===== config.mk =====
export PLATFORM = sky130hd
export DESIGN_NAME = charge_cycle_controller
export DESIGN_NICKNAME = d
export VERILOG_FILES = /design/src/rtl/charge_pkg.sv /design/src/rtl/charge_cycle_controller.sv /design/src/rtl/load_peak_window.sv
export VERILOG_INCLUDE_DIRS = /design/src /design/src/rtl
export SDC_FILE = /design/constraint.sdc
export NUM_CORES = 1
export LEC_CHECK = 0
export ABC_CLOCK_PERIOD_IN_PS = 3500
export BUFFER_PORTS_ARGS = -buffer_cell sky130_fd_sc_hd__buf_2
export CORE_ASPECT_RATIO = 0.9
export CORE_UTILIZATION = 40
export DETAILED_ROUTE_END_ITERATION = 8
export PLACE_DENSITY = 0.66
export SLEW_MARGIN = 20
export SYNTH_ARGS = -nofsm -noshare
export SYNTH_HDL_FRONTEND = slang
export SYNTH_HIERARCHICAL = 1
export SYNTH_SLANG_ARGS = --single-unit

===== constraint.sdc =====
create_clock -name clk -period 3.5 [get_ports clk]
set_input_delay 0.35 -clock clk [delete_from_list [all_inputs] [get_ports clk]]
set_output_delay 0.35 -clock clk [all_outputs]
set_load 0.01 [all_outputs]

===== src/rtl/charge_defs.svh =====
// Timing counts and fixed fractions of the charge cycle controller.
`ifndef CHARGE_DEFS_SVH
`define CHARGE_DEFS_SVH

// -----------------------------------------------------------------------------
// Clock and time units
// -----------------------------------------------------------------------------
`define CLK_HZ 40000000
`define TIME_PRECHARGE_MIN 45
`define TIME_CC_INT_HOURS 3
`define TIME_CV_HOURS 3
`define TIME_TOPOFF_MIN 45
`define TIME_STATUS_DELAY_S 20
`define TIME_LOAD_WINDOW_US 300

// -----------------------------------------------------------------------------
// Derived cycle counts (64-bit, the long ones exceed 2^32)
// -----------------------------------------------------------------------------
`define CYC_PRECHARGE (64'd60 * `TIME_PRECHARGE_MIN * `CLK_HZ)
`define CYC_CC_INT (64'd3600 * `TIME_CC_INT_HOURS * `CLK_HZ)
`define CYC_CV (64'd3600 * `TIME_CV_HOURS * `CLK_HZ)
`define CYC_TOPOFF (64'd60 * `TIME_TOPOFF_MIN * `CLK_HZ)
`define CYC_STATUS_DELAY (64'd1 * `TIME_STATUS_DELAY_S * `CLK_HZ)
`define CYC_LOAD_WINDOW ((64'd1 * `TIME_LOAD_WINDOW_US * `CLK_HZ + 64'd999999) / 64'd1000000)

// -----------------------------------------------------------------------------
// Current targets in percent of the programmed fast-charge current
// -----------------------------------------------------------------------------
`define PCT_STEP1 7'd20
`define PCT_STEP2 7'd60
`define PCT_FULL 7'd100
`define PCT_TERM 7'd10
`define PCT_NONE 7'd0

`endif


===== src/rtl/charge_pkg.sv =====
// Types of the charge cycle controller.
package charge_pkg;

	// Input mode decoded from the tri-level mode pin.
	typedef enum logic [1:0] {
		MODE_ADAPTER = 2'b00,
		MODE_USB_LOW = 2'b01,
		MODE_USB_HIGH = 2'b10
	} input_mode_type;

	// Timer configuration decoded from the timeout set pin.
	typedef enum logic [1:0] {
		TIMER_OFF = 2'b00,
		TIMER_INTERNAL = 2'b01,
		TIMER_EXTERNAL = 2'b10
	} timer_cfg_type;

	// Charge sequence states.
	typedef enum logic [3:0] {
		ST_IDLE = 4'b0000,
		ST_PRECHARGE = 4'b0001,
		ST_CC1 = 4'b0010,
		ST_CC2 = 4'b0011,
		ST_CC3 = 4'b0100,
		ST_CV = 4'b0101,
		ST_TOPOFF = 4'b0110,
		ST_MONITOR = 4'b0111,
		ST_FAULT = 4'b1000,
		ST_NO_BATTERY = 4'b1001
	} charge_state_type;

endpackage : charge_pkg


===== src/rtl/charge_cycle_controller.sv =====
// Sequencer of a single-cell linear charger: stages, timers, flags and targets.
`timescale 1ns/1ps
`default_nettype none
`include "charge_defs.svh"

module charge_cycle_controller #(
	parameter logic [63:0] PRECHARGE_CYC = `CYC_PRECHARGE,
	parameter logic [63:0] CC_INT_CYC = `CYC_CC_INT,
	parameter logic [63:0] CV_CYC = `CYC_CV,
	parameter logic [63:0] TOPOFF_CYC = `CYC_TOPOFF,
	parameter logic [63:0] STATUS_DELAY_CYC = `CYC_STATUS_DELAY,
	parameter logic [63:0] STEP_CYC = 64'h0000_0000_0000_0100
) (
	// Clock, reset and enable
	input wire logic clk,
	input wire logic reset_n,
	input wire logic clk_en,
	// Comparator pins from the analog front end (asynchronous)
	input wire logic supply_valid_pin,
	input wire logic program_short_pin,
	input wire logic bat_above_precharge_pin,
	input wire logic bat_at_full_voltage_pin,
	input wire logic bat_recharge_drop_pin,
	input wire logic current_below_term_pin,
	input wire logic therm_below_10_pin,
	input wire logic therm_below_30_pin,
	input wire logic therm_above_75_pin,
	input wire logic therm_above_95_pin,
	// Tri-level mode pin, decoded as driven high and driven low
	input wire logic mode_high_pin,
	input wire logic mode_low_pin,
	// Timeout set pin, decoded as tied to ground or to the reference rail
	input wire logic timeout_ground_pin,
	input wire logic timeout_rail_pin,
	input wire logic ext_cc_expired_pin,
	// Regulation commands
	output charge_pkg::input_mode_type input_mode,
	output logic output_enable,
	output logic voltage_regulation,
	output logic [6:0] current_target_pct,
	output logic [6:0] term_current_pct,
	output logic no_battery_mode,
	output charge_pkg::charge_state_type charge_state,
	// Open-drain status flags
	output logic supply_ok_flag_out,
	output logic supply_ok_flag_oe,
	output logic charging_flag_out,
	output logic charging_flag_oe
);
	import charge_pkg::*;

	// -------------------------------------------------------------------------
	// Input synchronisers
	// -------------------------------------------------------------------------
	localparam int NSYNC = 15;
	logic [NSYNC-1:0] pins_raw;
	logic [NSYNC-1:0] sync1_q;
	logic [NSYNC-1:0] sync2_q;

	assign pins_raw = {supply_valid_pin, program_short_pin, bat_above_precharge_pin,
		bat_at_full_voltage_pin, bat_recharge_drop_pin, current_below_term_pin,
		therm_below_10_pin, therm_below_30_pin, therm_above_75_pin, therm_above_95_pin,
		mode_high_pin, mode_low_pin, timeout_ground_pin, timeout_rail_pin, ext_cc_expired_pin};

	// Two flops per pin; only the second stage is read by logic.
	genvar gi;
	generate
		for (gi = 0; gi < NSYNC; gi++) begin : g_sync
			always_ff @(posedge clk or negedge reset_n) begin
				if (!reset_n) begin
					sync1_q[gi] <= 1'b0;
					sync2_q[gi] <= 1'b0;
				end else if (clk_en) begin
					sync1_q[gi] <= pins_raw[gi];
					sync2_q[gi] <= sync1_q[gi];
				end
			end
		end
	endgenerate

	wire supply_valid = sync2_q[14];
	wire program_short = sync2_q[13];
	wire bat_above_pre = sync2_q[12];
	wire bat_full = sync2_q[11];
	wire bat_dropped = sync2_q[10];
	wire below_term = sync2_q[9];
	wire therm_lt10 = sync2_q[8];
	wire therm_lt30 = sync2_q[7];
	wire therm_gt75 = sync2_q[6];
	wire therm_gt95 = sync2_q[5];
	wire mode_hi = sync2_q[4];
	wire mode_lo = sync2_q[3];
	wire tmo_gnd = sync2_q[2];
	wire tmo_rail = sync2_q[1];
	wire ext_cc_exp = sync2_q[0];

	// -------------------------------------------------------------------------
	// Decoded configuration and conditions
	// -------------------------------------------------------------------------
	// Driven low wins over high if the comparators ever both trip.
	wire input_mode_type mode_dec = mode_lo ? MODE_ADAPTER : (mode_hi ? MODE_USB_HIGH : MODE_USB_LOW);
	wire timer_cfg_type timer_cfg = tmo_gnd ? TIMER_OFF : (tmo_rail ? TIMER_INTERNAL : TIMER_EXTERNAL);
	wire timer_on = (timer_cfg != TIMER_OFF);
	// A program pin short acts as a logical reset of the whole sequencer.
	wire hold_reset = program_short;
	wire therm_disable = therm_lt10;
	wire therm_suspend = therm_lt30 || therm_gt75;
	wire no_battery = therm_gt95 && !therm_disable;
	wire usb_low = (mode_dec == MODE_USB_LOW);

	// -------------------------------------------------------------------------
	// State and counters
	// -------------------------------------------------------------------------
	charge_state_type state_q;
	charge_state_type state_d;
	logic [63:0] stage_cnt_q;
	logic [63:0] step_cnt_q;
	logic [63:0] delay_cnt_q;
	logic flag_hold_q;
	logic flag_hold_d;
	logic recharge_q;
	logic recharge_d;
	logic fault_q;
	logic delay_run_q;
	logic term_ok;
	wire stage_change = (state_d != state_q);

	// Termination qualifier with its recent-load window.
	load_peak_window u_window (
		.clk(clk),
		.reset_n(reset_n),
		.clk_en(clk_en),
		.clear(state_q != ST_CV && state_q != ST_TOPOFF),
		.below_term(below_term),
		.term_ok(term_ok)
	);

	// Stage limits; a timer that is off never expires.
	wire pre_expired = timer_on && (stage_cnt_q >= PRECHARGE_CYC - 64'd1);
	wire cc_expired = (timer_cfg == TIMER_INTERNAL) ? (stage_cnt_q >= CC_INT_CYC - 64'd1) :
		(timer_cfg == TIMER_EXTERNAL) && ext_cc_exp;
	wire cv_expired = timer_on && (stage_cnt_q >= CV_CYC - 64'd1);
	wire topoff_done = stage_cnt_q >= TOPOFF_CYC - 64'd1;
	wire step_done = step_cnt_q >= STEP_CYC - 64'd1;
	wire terminate = term_ok || cv_expired;
	wire in_cc = (state_q == ST_CC1) || (state_q == ST_CC2) || (state_q == ST_CC3);

	// -------------------------------------------------------------------------
	// Next state
	// -------------------------------------------------------------------------
	always_comb begin
		state_d = state_q;
		flag_hold_d = flag_hold_q;
		recharge_d = recharge_q;
		case (state_q)
			ST_IDLE: begin
				if (supply_valid && !therm_disable) begin
					state_d = ST_PRECHARGE;
					flag_hold_d = 1'b1;
					recharge_d = 1'b0;
				end
			end
			ST_PRECHARGE: begin
				if (pre_expired) begin
					state_d = ST_FAULT;
				end else if (bat_above_pre) begin
					state_d = ST_CC1;
				end
			end
			ST_CC1, ST_CC2, ST_CC3: begin
				if (cc_expired) begin
					state_d = ST_FAULT;
				end else if (bat_full) begin
					state_d = ST_CV;
				end else if (state_q == ST_CC1 && step_done && !usb_low) begin
					state_d = ST_CC2;
				end else if (state_q == ST_CC2 && step_done && !usb_low) begin
					state_d = ST_CC3;
				end else if (state_q == ST_CC2 && usb_low) begin
					state_d = ST_CC1;
				end
			end
			ST_CV: begin
				if (terminate) begin
					state_d = timer_on ? ST_TOPOFF : ST_MONITOR;
				end
			end
			ST_TOPOFF: begin
				if (topoff_done) begin
					state_d = ST_MONITOR;
				end
			end
			ST_MONITOR: begin
				if (bat_dropped) begin
					state_d = ST_PRECHARGE;
					recharge_d = 1'b1;
				end
			end
			ST_FAULT: begin
				state_d = ST_FAULT;
			end
			ST_NO_BATTERY: begin
				if (!therm_gt95) begin
					state_d = ST_IDLE;
				end
			end
			default: begin
				state_d = ST_IDLE;
			end
		endcase
		// Loss of supply or battery overrides every stage.
		if (!supply_valid) begin
			state_d = ST_IDLE;
			flag_hold_d = 1'b0;
		end else if (no_battery) begin
			state_d = ST_NO_BATTERY;
		end
	end

	// -------------------------------------------------------------------------
	// State register
	// -------------------------------------------------------------------------
	always_ff @(posedge clk or negedge reset_n) begin
		if (!reset_n) begin
			state_q <= ST_IDLE;
			flag_hold_q <= 1'b0;
			recharge_q <= 1'b0;
		end else if (clk_en) begin
			if (hold_reset) begin
				state_q <= ST_IDLE;
				flag_hold_q <= 1'b0;
				recharge_q <= 1'b0;
			end else begin
				state_q <= state_d;
				flag_hold_q <= flag_hold_d && !(delay_run_q && delay_cnt_q >= STATUS_DELAY_CYC - 64'd1);
				recharge_q <= recharge_d;
			end
		end
	end

	// -------------------------------------------------------------------------
	// Stage timer and soft-start step counter
	// -------------------------------------------------------------------------
	// The stage timer stops while the thermistor suspends charging, so a cold or
	// hot battery does not burn its safety budget.
	always_ff @(posedge clk or negedge reset_n) begin
		if (!reset_n) begin
			stage_cnt_q <= 64'h0;
			step_cnt_q <= 64'h0;
		end else if (clk_en) begin
			if (hold_reset || stage_change) begin
				stage_cnt_q <= 64'h0;
				step_cnt_q <= 64'h0;
			end else begin
				if (!therm_suspend && state_q != ST_MONITOR && state_q != ST_FAULT) begin
					stage_cnt_q <= stage_cnt_q + 64'h1;
				end
				if (in_cc && !step_done) begin
					step_cnt_q <= step_cnt_q + 64'h1;
				end
			end
		end
	end

	// -------------------------------------------------------------------------
	// Status delay and fault latch
	// -------------------------------------------------------------------------
	// The delay starts at termination and runs on into the monitor state.
	always_ff @(posedge clk or negedge reset_n) begin
		if (!reset_n) begin
			delay_cnt_q <= 64'h0;
			delay_run_q <= 1'b0;
			fault_q <= 1'b0;
		end else if (clk_en) begin
			if (hold_reset || !supply_valid || state_d == ST_PRECHARGE) begin
				delay_cnt_q <= 64'h0;
				delay_run_q <= 1'b0;
			end else if (state_q == ST_CV && state_d != ST_CV) begin
				delay_cnt_q <= 64'h0;
				delay_run_q <= 1'b1;
			end else if (delay_run_q && delay_cnt_q < STATUS_DELAY_CYC - 64'd1) begin
				delay_cnt_q <= delay_cnt_q + 64'h1;
			end
			fault_q <= !hold_reset && supply_valid && (state_d == ST_FAULT);
		end
	end

	// -------------------------------------------------------------------------
	// Current targets and regulation commands
	// -------------------------------------------------------------------------
	wire charging = !therm_suspend && !therm_disable && !hold_reset &&
		(state_q == ST_PRECHARGE || in_cc || state_q == ST_CV || state_q == ST_TOPOFF);
	wire [6:0] pct_d = !charging ? `PCT_NONE :
		(state_q == ST_PRECHARGE) ? `PCT_STEP1 :
		(state_q == ST_CC1 || usb_low) ? `PCT_STEP1 :
		(state_q == ST_CC2) ? `PCT_STEP2 : `PCT_FULL;

	// Outputs come from flops so the analog side sees clean levels.
	logic [6:0] pct_q;
	logic out_en_q;
	logic cv_q;
	logic nobat_q;
	logic sup_low_q;
	logic chg_low_q;
	input_mode_type mode_q;
	always_ff @(posedge clk or negedge reset_n) begin
		if (!reset_n) begin
			pct_q <= `PCT_NONE;
			out_en_q <= 1'b0;
			cv_q <= 1'b0;
			nobat_q <= 1'b0;
			sup_low_q <= 1'b0;
			chg_low_q <= 1'b0;
			mode_q <= MODE_ADAPTER;
		end else if (clk_en) begin
			pct_q <= pct_d;
			out_en_q <= charging;
			cv_q <= charging && (state_q == ST_CV || state_q == ST_TOPOFF);
			nobat_q <= (state_q == ST_NO_BATTERY);
			sup_low_q <= supply_valid && !hold_reset && !fault_q;
			chg_low_q <= flag_hold_q && !recharge_q && !hold_reset;
			mode_q <= mode_dec;
		end
	end

	assign current_target_pct = pct_q;
	assign term_current_pct = `PCT_TERM;
	assign output_enable = out_en_q;
	assign voltage_regulation = cv_q;
	assign no_battery_mode = nobat_q;
	assign input_mode = mode_q;
	assign charge_state = state_q;
	// Open-drain: output is always low, enable pulls the pin.
	assign supply_ok_flag_out = 1'b0;
	assign supply_ok_flag_oe = sup_low_q;
	assign charging_flag_out = 1'b0;
	assign charging_flag_oe = chg_low_q;

endmodule : charge_cycle_controller
`default_nettype wire


===== src/rtl/load_peak_window.sv =====
// Termination qualifier that needs a low-current window before reporting.
`timescale 1ns/1ps
`default_nettype none
`include "charge_defs.svh"

module load_peak_window (
	// Clock and reset
	input wire logic clk,
	input wire logic reset_n,
	input wire logic clk_en,
	// Control
	input wire logic clear,
	input wire logic below_term,
	// Result
	output logic term_ok
);

	localparam logic [15:0] WINDOW_CYC = 16'(`CYC_LOAD_WINDOW);

	logic [15:0] count_q;
	logic [15:0] count_d;
	logic term_q;

	// -------------------------------------------------------------------------
	// Window counter
	// -------------------------------------------------------------------------
	// Any sample at or above the threshold restarts the window, so the peak of the
	// recent load must itself be below it.
	assign count_d = (clear || !below_term) ? 16'h0000 :
		(count_q == WINDOW_CYC) ? count_q : count_q + 16'h0001;

	// Register the count and the qualified result.
	always_ff @(posedge clk or negedge reset_n) begin
		if (!reset_n) begin
			count_q <= 16'h0000;
			term_q <= 1'b0;
		end else if (clk_en) begin
			count_q <= count_d;
			term_q <= (count_d == WINDOW_CYC);
		end
	end

	assign term_ok = term_q;

endmodule : load_peak_window
`default_nettype wire


# After elaboration in Yosys (flattened, before gate mapping)
# Index checks and enable logic that the tools add are counted.
[word_totals] reg_bits=261 latch_bits=0 ram_bits=0 mem_bits_ro=0 input_bits=18 out_inout_bits=27 word_cells=188 mem_count=0
[op_classes] n_addsub=4 mul=0 n_div=0 n_lt_le_gt_ge=5 n_eq_ne=24 shift=0 muxes=45 n_bitwise=0 n_reduce_logical=63
[op_table] operator="$mux 64" count=7
[op_table] operator="$add 64x1->64 const B" count=3
[op_table] operator="$ge 64x30->1 const B" count=1
[op_table] operator="$ge 64x37->1 const B" count=1
[op_table] operator="$ge 64x39->1 const B" count=1
[op_table] operator="$ge 64x8->1 const B" count=1
[op_table] operator="$lt 64x30->1 const B" count=1
[op_table] operator="$mux 4" count=15
[op_table] operator="$eq 16x14->1 const B" count=2
[op_table] operator="$mux 16" count=2
[op_table] operator="$pmux 4 s8" count=1
[op_table] operator="$mux 7" count=4
[op_table] operator="$logic_and 1x1->1" count=27
[op_table] operator="$add 16x1->16 const B" count=1
[op_table] operator="$eq 4x3->1 const B" count=4
[op_table] operator="$ne 4x3->1 const B" count=4
[op_table] operator="$logic_or 1x1->1" count=13
[op_table] operator="$eq 4x4->1 const B" count=3
[op_table] operator="$mux 1" count=11
[op_table] operator="$logic_not 1->1" count=10
[op_table] operator="$eq 4x1->1 const B" count=2
[op_table] operator="$eq 4x2->1 const B" count=2
[op_table] operator="$mux 2" count=4
[op_table] operator="$reduce_and 2->1" count=4
[op_table] operator="11 further kinds" count=17

# Longest topological paths before layout
# Gate-level depths: netlist of the first run.
[logic_depth] depth_word=16 mapped_depth=15 ltp_nobuf=12

# By module
# The synthesis of the first run kept the hierarchy.
[by_module_without_submodules] mod="charge_cycle_controller" instances=1 cells_each=1115 area_per_inst_um2=11333.4 seq_area_each_um2=6030.8
[by_module_without_submodules] mod="load_peak_window" instances=1 cells_each=146 area_per_inst_um2=1216.2 seq_area_each_um2=425.4

# Worst setup path after synthesis of the first run
# OpenSTA, ideal clock, no wires.
[synth_path] path_type="register to register" from="register stage_cnt_q[0]" to="register delay_cnt_q[28]" setup_ps=77 arrival_ps=3376 required_ps=3423 setup_slack_ps=47 stages_incl_launch_ff=14 n_path_buf=1 period_less_slack_ps=3453 cell_sequence="dfrtp_1 ha_1 nand3_1 or4_4 a2111oi_4 nor4_2 nand2b_4 a41o_2 a211oi_2 mux2_4 a21oi_4 buf_6 nand4_1 a21oi_1"
[synth_between] elab_chain_len=11 word_cells_on_any_way=21 cone_classes="order compare (2); eq/ne (2); mux (10); reduce/logical (7)"
[synth_lines] element="start: declaration" line_no="charge_cycle_controller.sv:116" rtl="logic [63:0] stage_cnt_q;"
[synth_lines] element="start signal: assignment" line_no="charge_cycle_controller.sv:256" rtl="stage_cnt_q <= stage_cnt_q + 64'h1;"
[synth_lines] element="$ge 64x39->1" line_no="charge_cycle_controller.sv:140, charge_cycle_controller.sv:142"
[synth_lines] element="$logic_and 1x1->1" line_no="charge_cycle_controller.sv:142" rtl="wire cv_expired = timer_on && (stage_cnt_q >= CV_CYC - 64'd1);"
[synth_lines] element="$logic_or 1x1->1" line_no="charge_cycle_controller.sv:145" rtl="wire terminate = term_ok || cv_expired;"
[synth_lines] element="$mux 4" line_no="charge_cycle_controller.sv:184" rtl="if (terminate) begin"
[synth_lines] element="$pmux 4 s8 (*)" line_no="charge_cycle_controller.sv:155" rtl="case (state_q)"
[synth_lines] element="$mux 4 (*)" line_no="charge_cycle_controller.sv:215" rtl="end else if (no_battery) begin"
[synth_lines] element="$mux 4 (*)" line_no="charge_cycle_controller.sv:212" rtl="if (!supply_valid) begin"
[synth_lines] element="$eq 4x1->1 or $ne 4x3->1 (tied branches)" line_no="charge_cycle_controller.sv:275, charge_cycle_controller.sv:278"
[synth_lines] element="$logic_or 1x1->1 or $logic_and 1x1->1 (tied branches)" line_no="charge_cycle_controller.sv:275, charge_cycle_controller.sv:278"
[synth_lines] element="$reduce_bool 3->1 (no line) or $mux 64 (tied branches)"
[synth_lines] element="$reduce_and 2->1 (no line) or $mux 64 (tied branches)"
[synth_lines] element="end signal: assignment" line_no="charge_cycle_controller.sv:282" rtl="delay_cnt_q <= delay_cnt_q + 64'h1;"
[synth_lines] element="end: declaration" line_no="charge_cycle_controller.sv:118" rtl="logic [63:0] delay_cnt_q;"
# Every way passes the cells marked *; elsewhere a longest branch is shown, timed or not.
# A chain may end at the register's enable or synchronous reset.

# Worst setup path after layout of the first run
[layout_path] from="register stage_cnt_q[38]" to="register stage_cnt_q[52]"
[layout_between] elab_chain_len=11 word_cells_on_any_way=20 cone_classes="add/sub (1); order compare (2); eq/ne (1); mux (10); reduce/logical (6)"
[layout_lines] element="$ge 64x39->1" line_no="charge_cycle_controller.sv:140, charge_cycle_controller.sv:142"
[layout_lines] element="$logic_and 1x1->1" line_no="charge_cycle_controller.sv:142"
[layout_lines] element="$logic_or 1x1->1" line_no="charge_cycle_controller.sv:145"
[layout_lines] element="$mux 4" line_no="charge_cycle_controller.sv:184"
[layout_lines] element="$pmux 4 s8" line_no="charge_cycle_controller.sv:155"
[layout_lines] element="$mux 4" line_no="charge_cycle_controller.sv:215"
[layout_lines] element="$mux 4" line_no="charge_cycle_controller.sv:212"
[layout_lines] element="$ne 4x4->1" line_no="charge_cycle_controller.sv:126" rtl="wire stage_change = (state_d != state_q);"
[layout_lines] element="$logic_or 1x1->1" line_no="charge_cycle_controller.sv:251" rtl="if (hold_reset || stage_change) begin"
[layout_lines] element="$reduce_bool 2->1 (no line)"
[layout_lines] element="$reduce_and 2->1 (no line)"
# Parallel ways exist; a longest one is shown, timed or not. The select of a mux whose other input is x is not followed.

==> impl_metrics.py, run 1 <==
metrics = {
    "clock_tree": {
        "clock_path_buffers": 3,
        "clk_latency_ps": 550,
        "htree_levels": 1,
        "cts_root_buf": "clkbuf_16",
        "cts_buffers": 27,
        "clock-sinks": 258,
        "cts_tree": "yes",
        "path_clk_slew_ps": 60,
    },
    "sta": {
        "tns_ps": -867,
        "clock.fmax_mhz": 280,
        "period_share_pct": 102,
        "rsz0062_at_grt": "true",
        "period_needed_ps": 3570,
        "setup_viol": 57,
        "slew_viol_final": 0,
        "slew_headroom_pct": 41.0,
        "tightest_slew_ps": 878,
        "hold_viol": 0,
        "layout_setup_ws_ps": -65.4,
        "skew_ps": 14.2,
    },
    "global_routing": {
        "track_usage_pct": 17.9,
        "grt_pass1_wl_um": 47500,
        "grt_pass1_vias": 9257,
        "gr-total-overflow": 0,
        "grt_max_degree": 98,
        "antenna_found_initial": 0,
    },
    "worst_setup_path": {
        "path_cells": "or4b_1 > and4bb_1 > o211ai_1 > a31oi_2 > o211ai_2 > buf_4 > a31oi_4 > a2111oi_4 > and3_4 > a211o_4 > or4_4 > a21oi_2",
        "worstReg2RegStart": "stage_cnt_q[38]",
        "critPathMaxStageDelay_ps": 530,
        "cp.required_ps": 3970,
        "critPathCaptureType": "flip-flop",
        "criticalPathCategory": "reg2reg",
        "critPathSlowestCell": "or4b_1",
        "r2r_setup_slack_ps": -70,
        "reg2regPathDepth": 12,
        "crit_buf_inv": 1,
        "path_max_fanout": 5,
        "timing.rr.end": "stage_cnt_q[52]",
        "cp.arrival_ps": 4040,
        "crit_family": "simple AND/OR/NAND/NOR gates",
        "worstSetupStartpointType": "flip-flop",
    },
    "synthesis": {
        "synth_most_common_cell": "dfrtp_1",
        "syn_inst": 1261,
        "ys_warn_count": 6,
        "yosysTopAreaCell": "dfrtp_1",
        "synth.avg_cell_area_um2": 9.95,
        "async_flop_share_pct": 100,
        "ys_top_cells_by_area": "dfrtp_1 (51%), nor2_1 (4.3%), and2_1 (3.0%), xor2_1 (2.9%), xnor2_1 (2.9%)",
        "ys_types": 89,
        "synth_edf_count": 0,
        "synthFlopType": "dfrtp_1",
        "synth_top_cell_area_share_pct": 51.4,
        "netlist_area_um2": 12500,
        "synth_seq_cells": 258,
        "synth-seq-area-share_pct": 51.4,
        "ys_top_cells_by_count": "dfrtp_1 (258), nor2_1 (145), nand2_1 (91)",
    },
    "min_path": {
        "hold_path.class": "in2reg",
        "hold_depth": 2,
        "hold_start": "bat_above_precharge_pin",
        "min_to": "sync1_q[12]",
    },
    "power_and_ir_drop": {
        "total_leakage_power_nw": 6.81,
        "irDropWorstVdd_uv": 385,
        "finalPower_mw": 6.93,
        "powerDensity_nw_per_um2": 448,
    },
    "cells_and_area": {
        "layout-drive-gt1-share_pct": 23.6,
        "syn_to_final_growth_pct": 23.3,
        "fin_util_pct": 50.0,
        "n_antenna_cell": 0,
        "nNetsFinal": 1406,
        "fill_cells": 2713,
        "fin_cells": 1810,
    },
    "detailed_routing": {
        "drt_wl_total_um": 29900,
        "vias": 9880,
        "drc": 0,
        "wl_per_cell_um": 16.5,
        "viasPerCell": 5.46,
        "drtIter0Drc": 804,
        "drt-pass1-iter-count": 6,
        "final_antenna_net_count": 0,
    },
    "place": {
        "dp_slack_ps": -196,
        "place_inst": 1741,
        "place.gp.congestion": 0.920,
        "port_buffers": 33,
        "hpwl_um": 19700,
    },
    "floorplan": {
        "io_pins": 45,
        "die_area_um2": 32100,
        "initial_core_util_pct": 40.6,
        "core_area_um2": 30900,
        "fp-row-count": 61,
        "die_h_um": 170,
        "die_w_um": 189,
    },
    "run_status": {
        "status": "finished, violations left",
        "violations": "negative setup slack",
    },
    "run": {
        "max_cap_violations": 0,
    },
}
==> repair_timing <==
| action | CTS | global route |
|---|---|---|
| cloned | 0 | 6 |
| gates resized for setup | 18 | 132 |
| hold endpoints to repair | 92 | 0 |
| pin swaps | 4 | 28 |
| hold buffers | 1 | 0 |
| endpoints found under the setup margin | 190 | 192 |
| buffers inserted | 1 | 14 |
==> cell families after synthesis <==
logic type	count (synthesis)	share of synthesized area, %
XOR/XNOR	83	5.79
AO/OA/AOI/OAI	177	9.84
flip-flops	258	51.4
buffers and inverters	102	3.84
adder cells (fa/ha/maj)	5	0.499
multiplexers	38	3.37
AND/OR/NAND/NOR	596	25.2
other	2	0.0598
==> per-stage QoR <==
stage	hold slack (ps)	area, um2
final	34.2	15500
after global routing	24.0	15500
after CTS	8.85	14700
after detailed placement	446	13700
after global placement	444	13700
after floorplan	54.4	12600
==> power breakdown <==
group	internal, mW	leakage (nW)	total (mW)	switching [mW]
clock	1.68	0.427	2.86	1.19
sequential	3.05	3.53	3.12	0.0688
combinational	0.394	2.85	0.946	0.552
==> sequential cells by signal (all words and copies together), names as in the netlist, 2 cells and up <==
register	count
current_target_pct	5
input_mode	2
u_window/count_q	16
step_cnt_q	64
delay_cnt_q	64
stage_cnt_q	64
charge_state	4
sync1_q	15
==> layout by cell type (no fill, tap or decap), types with 7 or more instances in the layout <==
master / Yosys / layout
nand2_1: 91 / 89
nor2_4: 0 / 27
clkbuf_1: 29 / 7
and3_1: 26 / 26
nor2_1: 145 / 112
xor2_1: 42 / 42
dfrtp_1: 258 / 256
buf_2: 12 / 32
and2_1: 60 / 60
mux2_2: 30 / 30
a21oi_1: 38 / 28
nand4_1: 41 / 41
clkbuf_16: 0 / 31
a31oi_1: 9 / 7
buf_6: 3 / 9
or3_1: 12 / 10
o21ai_0: 48 / 44
nor2_2: 1 / 7
nand3_1: 62 / 59
nor4_1: 35 / 30
o31ai_1: 11 / 9
conb_1: 2 / 11
a21oi_2: 1 / 9
inv_1: 34 / 34
nor2b_1: 43 / 42
nor3_1: 32 / 32
xnor2_1: 41 / 41
buf_4: 15 / 95
==> layout make-up <==
class	instances	area [um2]	share of cell area, %
Clock buffer	39	771	4.98
Clock inverter	8	110	0.712
Inverter	34	128	0.825
Multi-Input combinational cell	910	6210	40.1
Sequential cell	258	6460	41.8
Tap cell	409	512	3.31
Timing Repair Buffer	152	1280	8.27
==> worst register-to-register path, delay by kind of cell (launching register included) <==
| family | cells | cell delay (ps) |
|---|---|---|
| buf+inv | 1 | 180 |
| compound gates | 7 | 1360 |
| simple gates | 4 | 1560 |
| flops | 1 | 370 |
==> per-layer routing <==
layer	share of wire, %	track usage (%)	vias up
met3	5.1	2.58	56
met4	2.2	4.66	0
li1	-	-	4659
met2	45	27.0	272
met1	48	26.8	4893
met5	0	0	-
==> worst max-delay path by stage <==
| stage | slack [ps] | cells after the start | endpoint | from |
|---|---|---|---|---|
| detailed placement | -200 | 11 | delay_cnt_q[16] | stage_cnt_q[60] |
| global route | -170 | 12 | delay_cnt_q[22] | stage_cnt_q[53] |
| global placement | -150 | 12 | stage_cnt_q[52] | stage_cnt_q[0] |
| floorplan | 50 | 13 | delay_cnt_q[28] | stage_cnt_q[0] |
| finish | -70 | 12 | stage_cnt_q[52] | stage_cnt_q[38] |
| CTS | 8 | 13 | stage_cnt_q[52] | stage_cnt_q[25] |
No activity file was read; power rests on OpenSTA's default activity.
==> inputs of run 2 (changes only) <==
--- a/config.mk
+++ b/config.mk
@@ -8,10 +8,12 @@
 export LEC_CHECK = 0
 export ABC_CLOCK_PERIOD_IN_PS = 3500
 export BUFFER_PORTS_ARGS = -buffer_cell sky130_fd_sc_hd__buf_2
+export CELL_PAD_IN_SITES_DETAIL_PLACEMENT = 0
+export CELL_PAD_IN_SITES_GLOBAL_PLACEMENT = 2
 export CORE_ASPECT_RATIO = 0.9
-export CORE_UTILIZATION = 40
+export CORE_UTILIZATION = 37
 export DETAILED_ROUTE_END_ITERATION = 8
-export PLACE_DENSITY = 0.66
+export PLACE_DENSITY = 0.84
 export SLEW_MARGIN = 20
 export SYNTH_ARGS = -nofsm -noshare
 export SYNTH_HDL_FRONTEND = slang
==> impl_metrics.py, run 2 (synthesis gave the netlist of run 1 again) <==
metrics = {
    "run_status": {
        "status": "finished, violations left",
        "violations": "negative setup slack",
    },
    "detailed_routing": {
        "drt-pass1-iter-count": 5,
        "final_antenna_net_count": 0,
        "drc": 0,
        "wl_per_cell_um": 16.6,
        "top_layer": "met4",
        "drt_wl_total_um": 30700,
        "vias": 9653,
        "drtIter0Drc": 614,
        "wl_met3_um": 1130,
        "wl_met2_um": 13900,
        "viasPerCell": 5.22,
        "met1_length_um": 15100,
    },
    "power_and_ir_drop": {
        "irDropWorstVdd_uv": 320,
        "finalPower_mw": 6.92,
        "total_leakage_power_nw": 6.79,
        "powerDensity_nw_per_um2": 446,
    },
    "place": {
        "place.gp.congestion": 0.855,
        "port_buffers": 33,
        "dpl-instance-area_um2": 13800,
        "hpwl_um": 20400,
        "dp_slack_ps": -142,
        "place_inst": 1788,
    },
    "worst_setup_path": {
        "reg2regPathDepth": 13,
        "r2r_setup_slack_ps": -50,
        "path_cells": "ha_2 > nand3_2 > or4_4 > a2111oi_4 > buf_4 > nor4_4 > o21ai_1 > mux2i_1 > a2111oi_4 > and3_4 > a211o_4 > or4_4 > a21oi_2",
        "criticalPathCategory": "reg2reg",
        "crit_buf_inv": 1,
        "critPathSlowestCell": "or4_4",
        "worstReg2RegStart": "stage_cnt_q[1]",
        "cp.required_ps": 3970,
        "worstSetupStartpointType": "flip-flop",
        "timing.rr.end": "stage_cnt_q[48]",
        "critPathMaxStageDelay_ps": 440,
        "crit_family": "simple AND/OR/NAND/NOR gates",
        "path_max_fanout": 5,
        "cp.arrival_ps": 4020,
        "critPathCaptureType": "flip-flop",
    },
    "clock_tree": {
        "clock_path_buffers": 3,
        "cts_buffers": 27,
        "cts_tree": "yes",
        "htree_levels": 1,
        "cts_root_buf": "clkbuf_16",
        "path_clk_slew_ps": 60,
        "clk_latency_ps": 540,
        "clock-sinks": 258,
    },
    "sta": {
        "period_share_pct": 101,
        "tightest_slew_ps": 1100,
        "clock.fmax_mhz": 282,
        "slew_viol_final": 0,
        "skew_ps": 12.3,
        "setup_viol": 3,
        "hold_viol": 0,
        "layout_setup_ws_ps": -47.6,
        "rsz0062_at_grt": "true",
        "slew_headroom_pct": 26.6,
        "period_needed_ps": 3550,
    },
    "floorplan": {
        "fp-row-count": 63,
        "die_h_um": 177,
        "core_area_um2": 33200,
        "die_w_um": 196,
        "io_pins": 45,
        "die_area_um2": 34700,
        "initial_core_util_pct": 37.8,
    },
    "global_routing": {
        "grt_pass1_wl_um": 49700,
        "track_usage_pct": 17.6,
        "grt_max_degree": 87,
        "gr-total-overflow": 0,
        "grt_pass1_vias": 9325,
        "antenna_found_initial": 0,
    },
    "cells_and_area": {
        "final_cell_mix": "dfrtp_1 (258), nor2_1 (109), nand2_1 (91)",
        "layout-drive-gt1-share_pct": 23.9,
        "syn_to_final_growth_pct": 23.6,
        "nNetsFinal": 1399,
        "n_antenna_cell": 0,
        "fin_cells": 1848,
        "mostFrequentLayoutCell": "dfrtp_1",
        "largestRegisters": "delay_cnt_q: 64 flops, stage_cnt_q: 64 flops, step_cnt_q: 64 flops",
        "final_area_um2": 15500,
    },
    "min_path": {
        "hold_path.class": "in2reg",
        "hold_depth": 2,
        "min_to": "sync1_q[3]",
        "hold_start": "mode_low_pin",
    },
    "run": {
        "max_cap_violations": 0,
    },
}
-- run 2: cell types whose count changed in the layout (fill, tap and decap cells not counted), moves of 4 or more --
cell,delta
nor2_2,+9
xnor2_2,+4
buf_4,-6
xnor2_1,-4
nor2_4,-5
nor4_2,+4
nor4_1,-5
clkbuf_1,-4
-- run 2: worst register-to-register path, cell delays in order (launching register included) --
cell       delay, ps
dfrtp_1          380
ha_2             210
nand3_2           80
or4_4            440
a2111oi_4        290
buf_4            190
nor4_4            60
o21ai_1          260
mux2i_1          370
a2111oi_4         70
and3_4           190
a211o_4          360
or4_4            430
a21oi_2          140
-- run 2: layer usage --
layer,track usage [%],vias up
met1,26.1,4781
li1,-,4670
met3,2.57,42
met4,3.87,0
met5,0,-
met2,26.9,160
-- run 2: worst max path at each step --
stage | startpoint | end | cells past startpoint
final | stage_cnt_q[1] | stage_cnt_q[48] | 13
after global routing | stage_cnt_q[1] | stage_cnt_q[48] | 13
after CTS | stage_cnt_q[46] | delay_cnt_q[22] | 13
after detailed placement | stage_cnt_q[60] | delay_cnt_q[46] | 12
after global placement | stage_cnt_q[25] | stage_cnt_q[48] | 12
after floorplan | stage_cnt_q[0] | delay_cnt_q[28] | 13
-- run 2: where the power goes --
group	total, mW	switching, mW	internal, mW
sequential	3.11	0.0639	3.05
combinational	0.890	0.551	0.339
clock	2.92	1.19	1.73
-- run 2: timing repair --
item / CTS / global route
setup endpoints to repair: 187 / 192
buffers inserted: 3 / 5
cloned: 0 / 5
resized for setup: 16 / 131
pin swaps: 8 / 46
endpoints found under the hold margin: 82 / 0
hold buffers: 1 / 0
-- run 2: layout make-up --
cell class / instances / area [um2]
Inverter: 34 / 128
Sequential cell: 258 / 6460
Timing Repair Buffer: 144 / 1170
Tap cell: 455 / 569
Multi-Input combinational cell: 911 / 6300
Clock buffer: 35 / 756
Clock inverter: 11 / 136
Fill cell: 3057 / 17700
-- run 2: metrics by stage --
stage / setup TNS, ps / hold WS (ps) / util (%)
2_1_floorplan: 0 / 54.4 / -
3_3_place_gp: -5630 / 392 / 41.5
3_5_place_dp: -7730 / 401 / 41.5
4_1_cts: 0 / 16.2 / 44.6
5_1_grt: -6970 / 24.1 / 46.8
6_report: -78.5 / 40.4 / 46.8
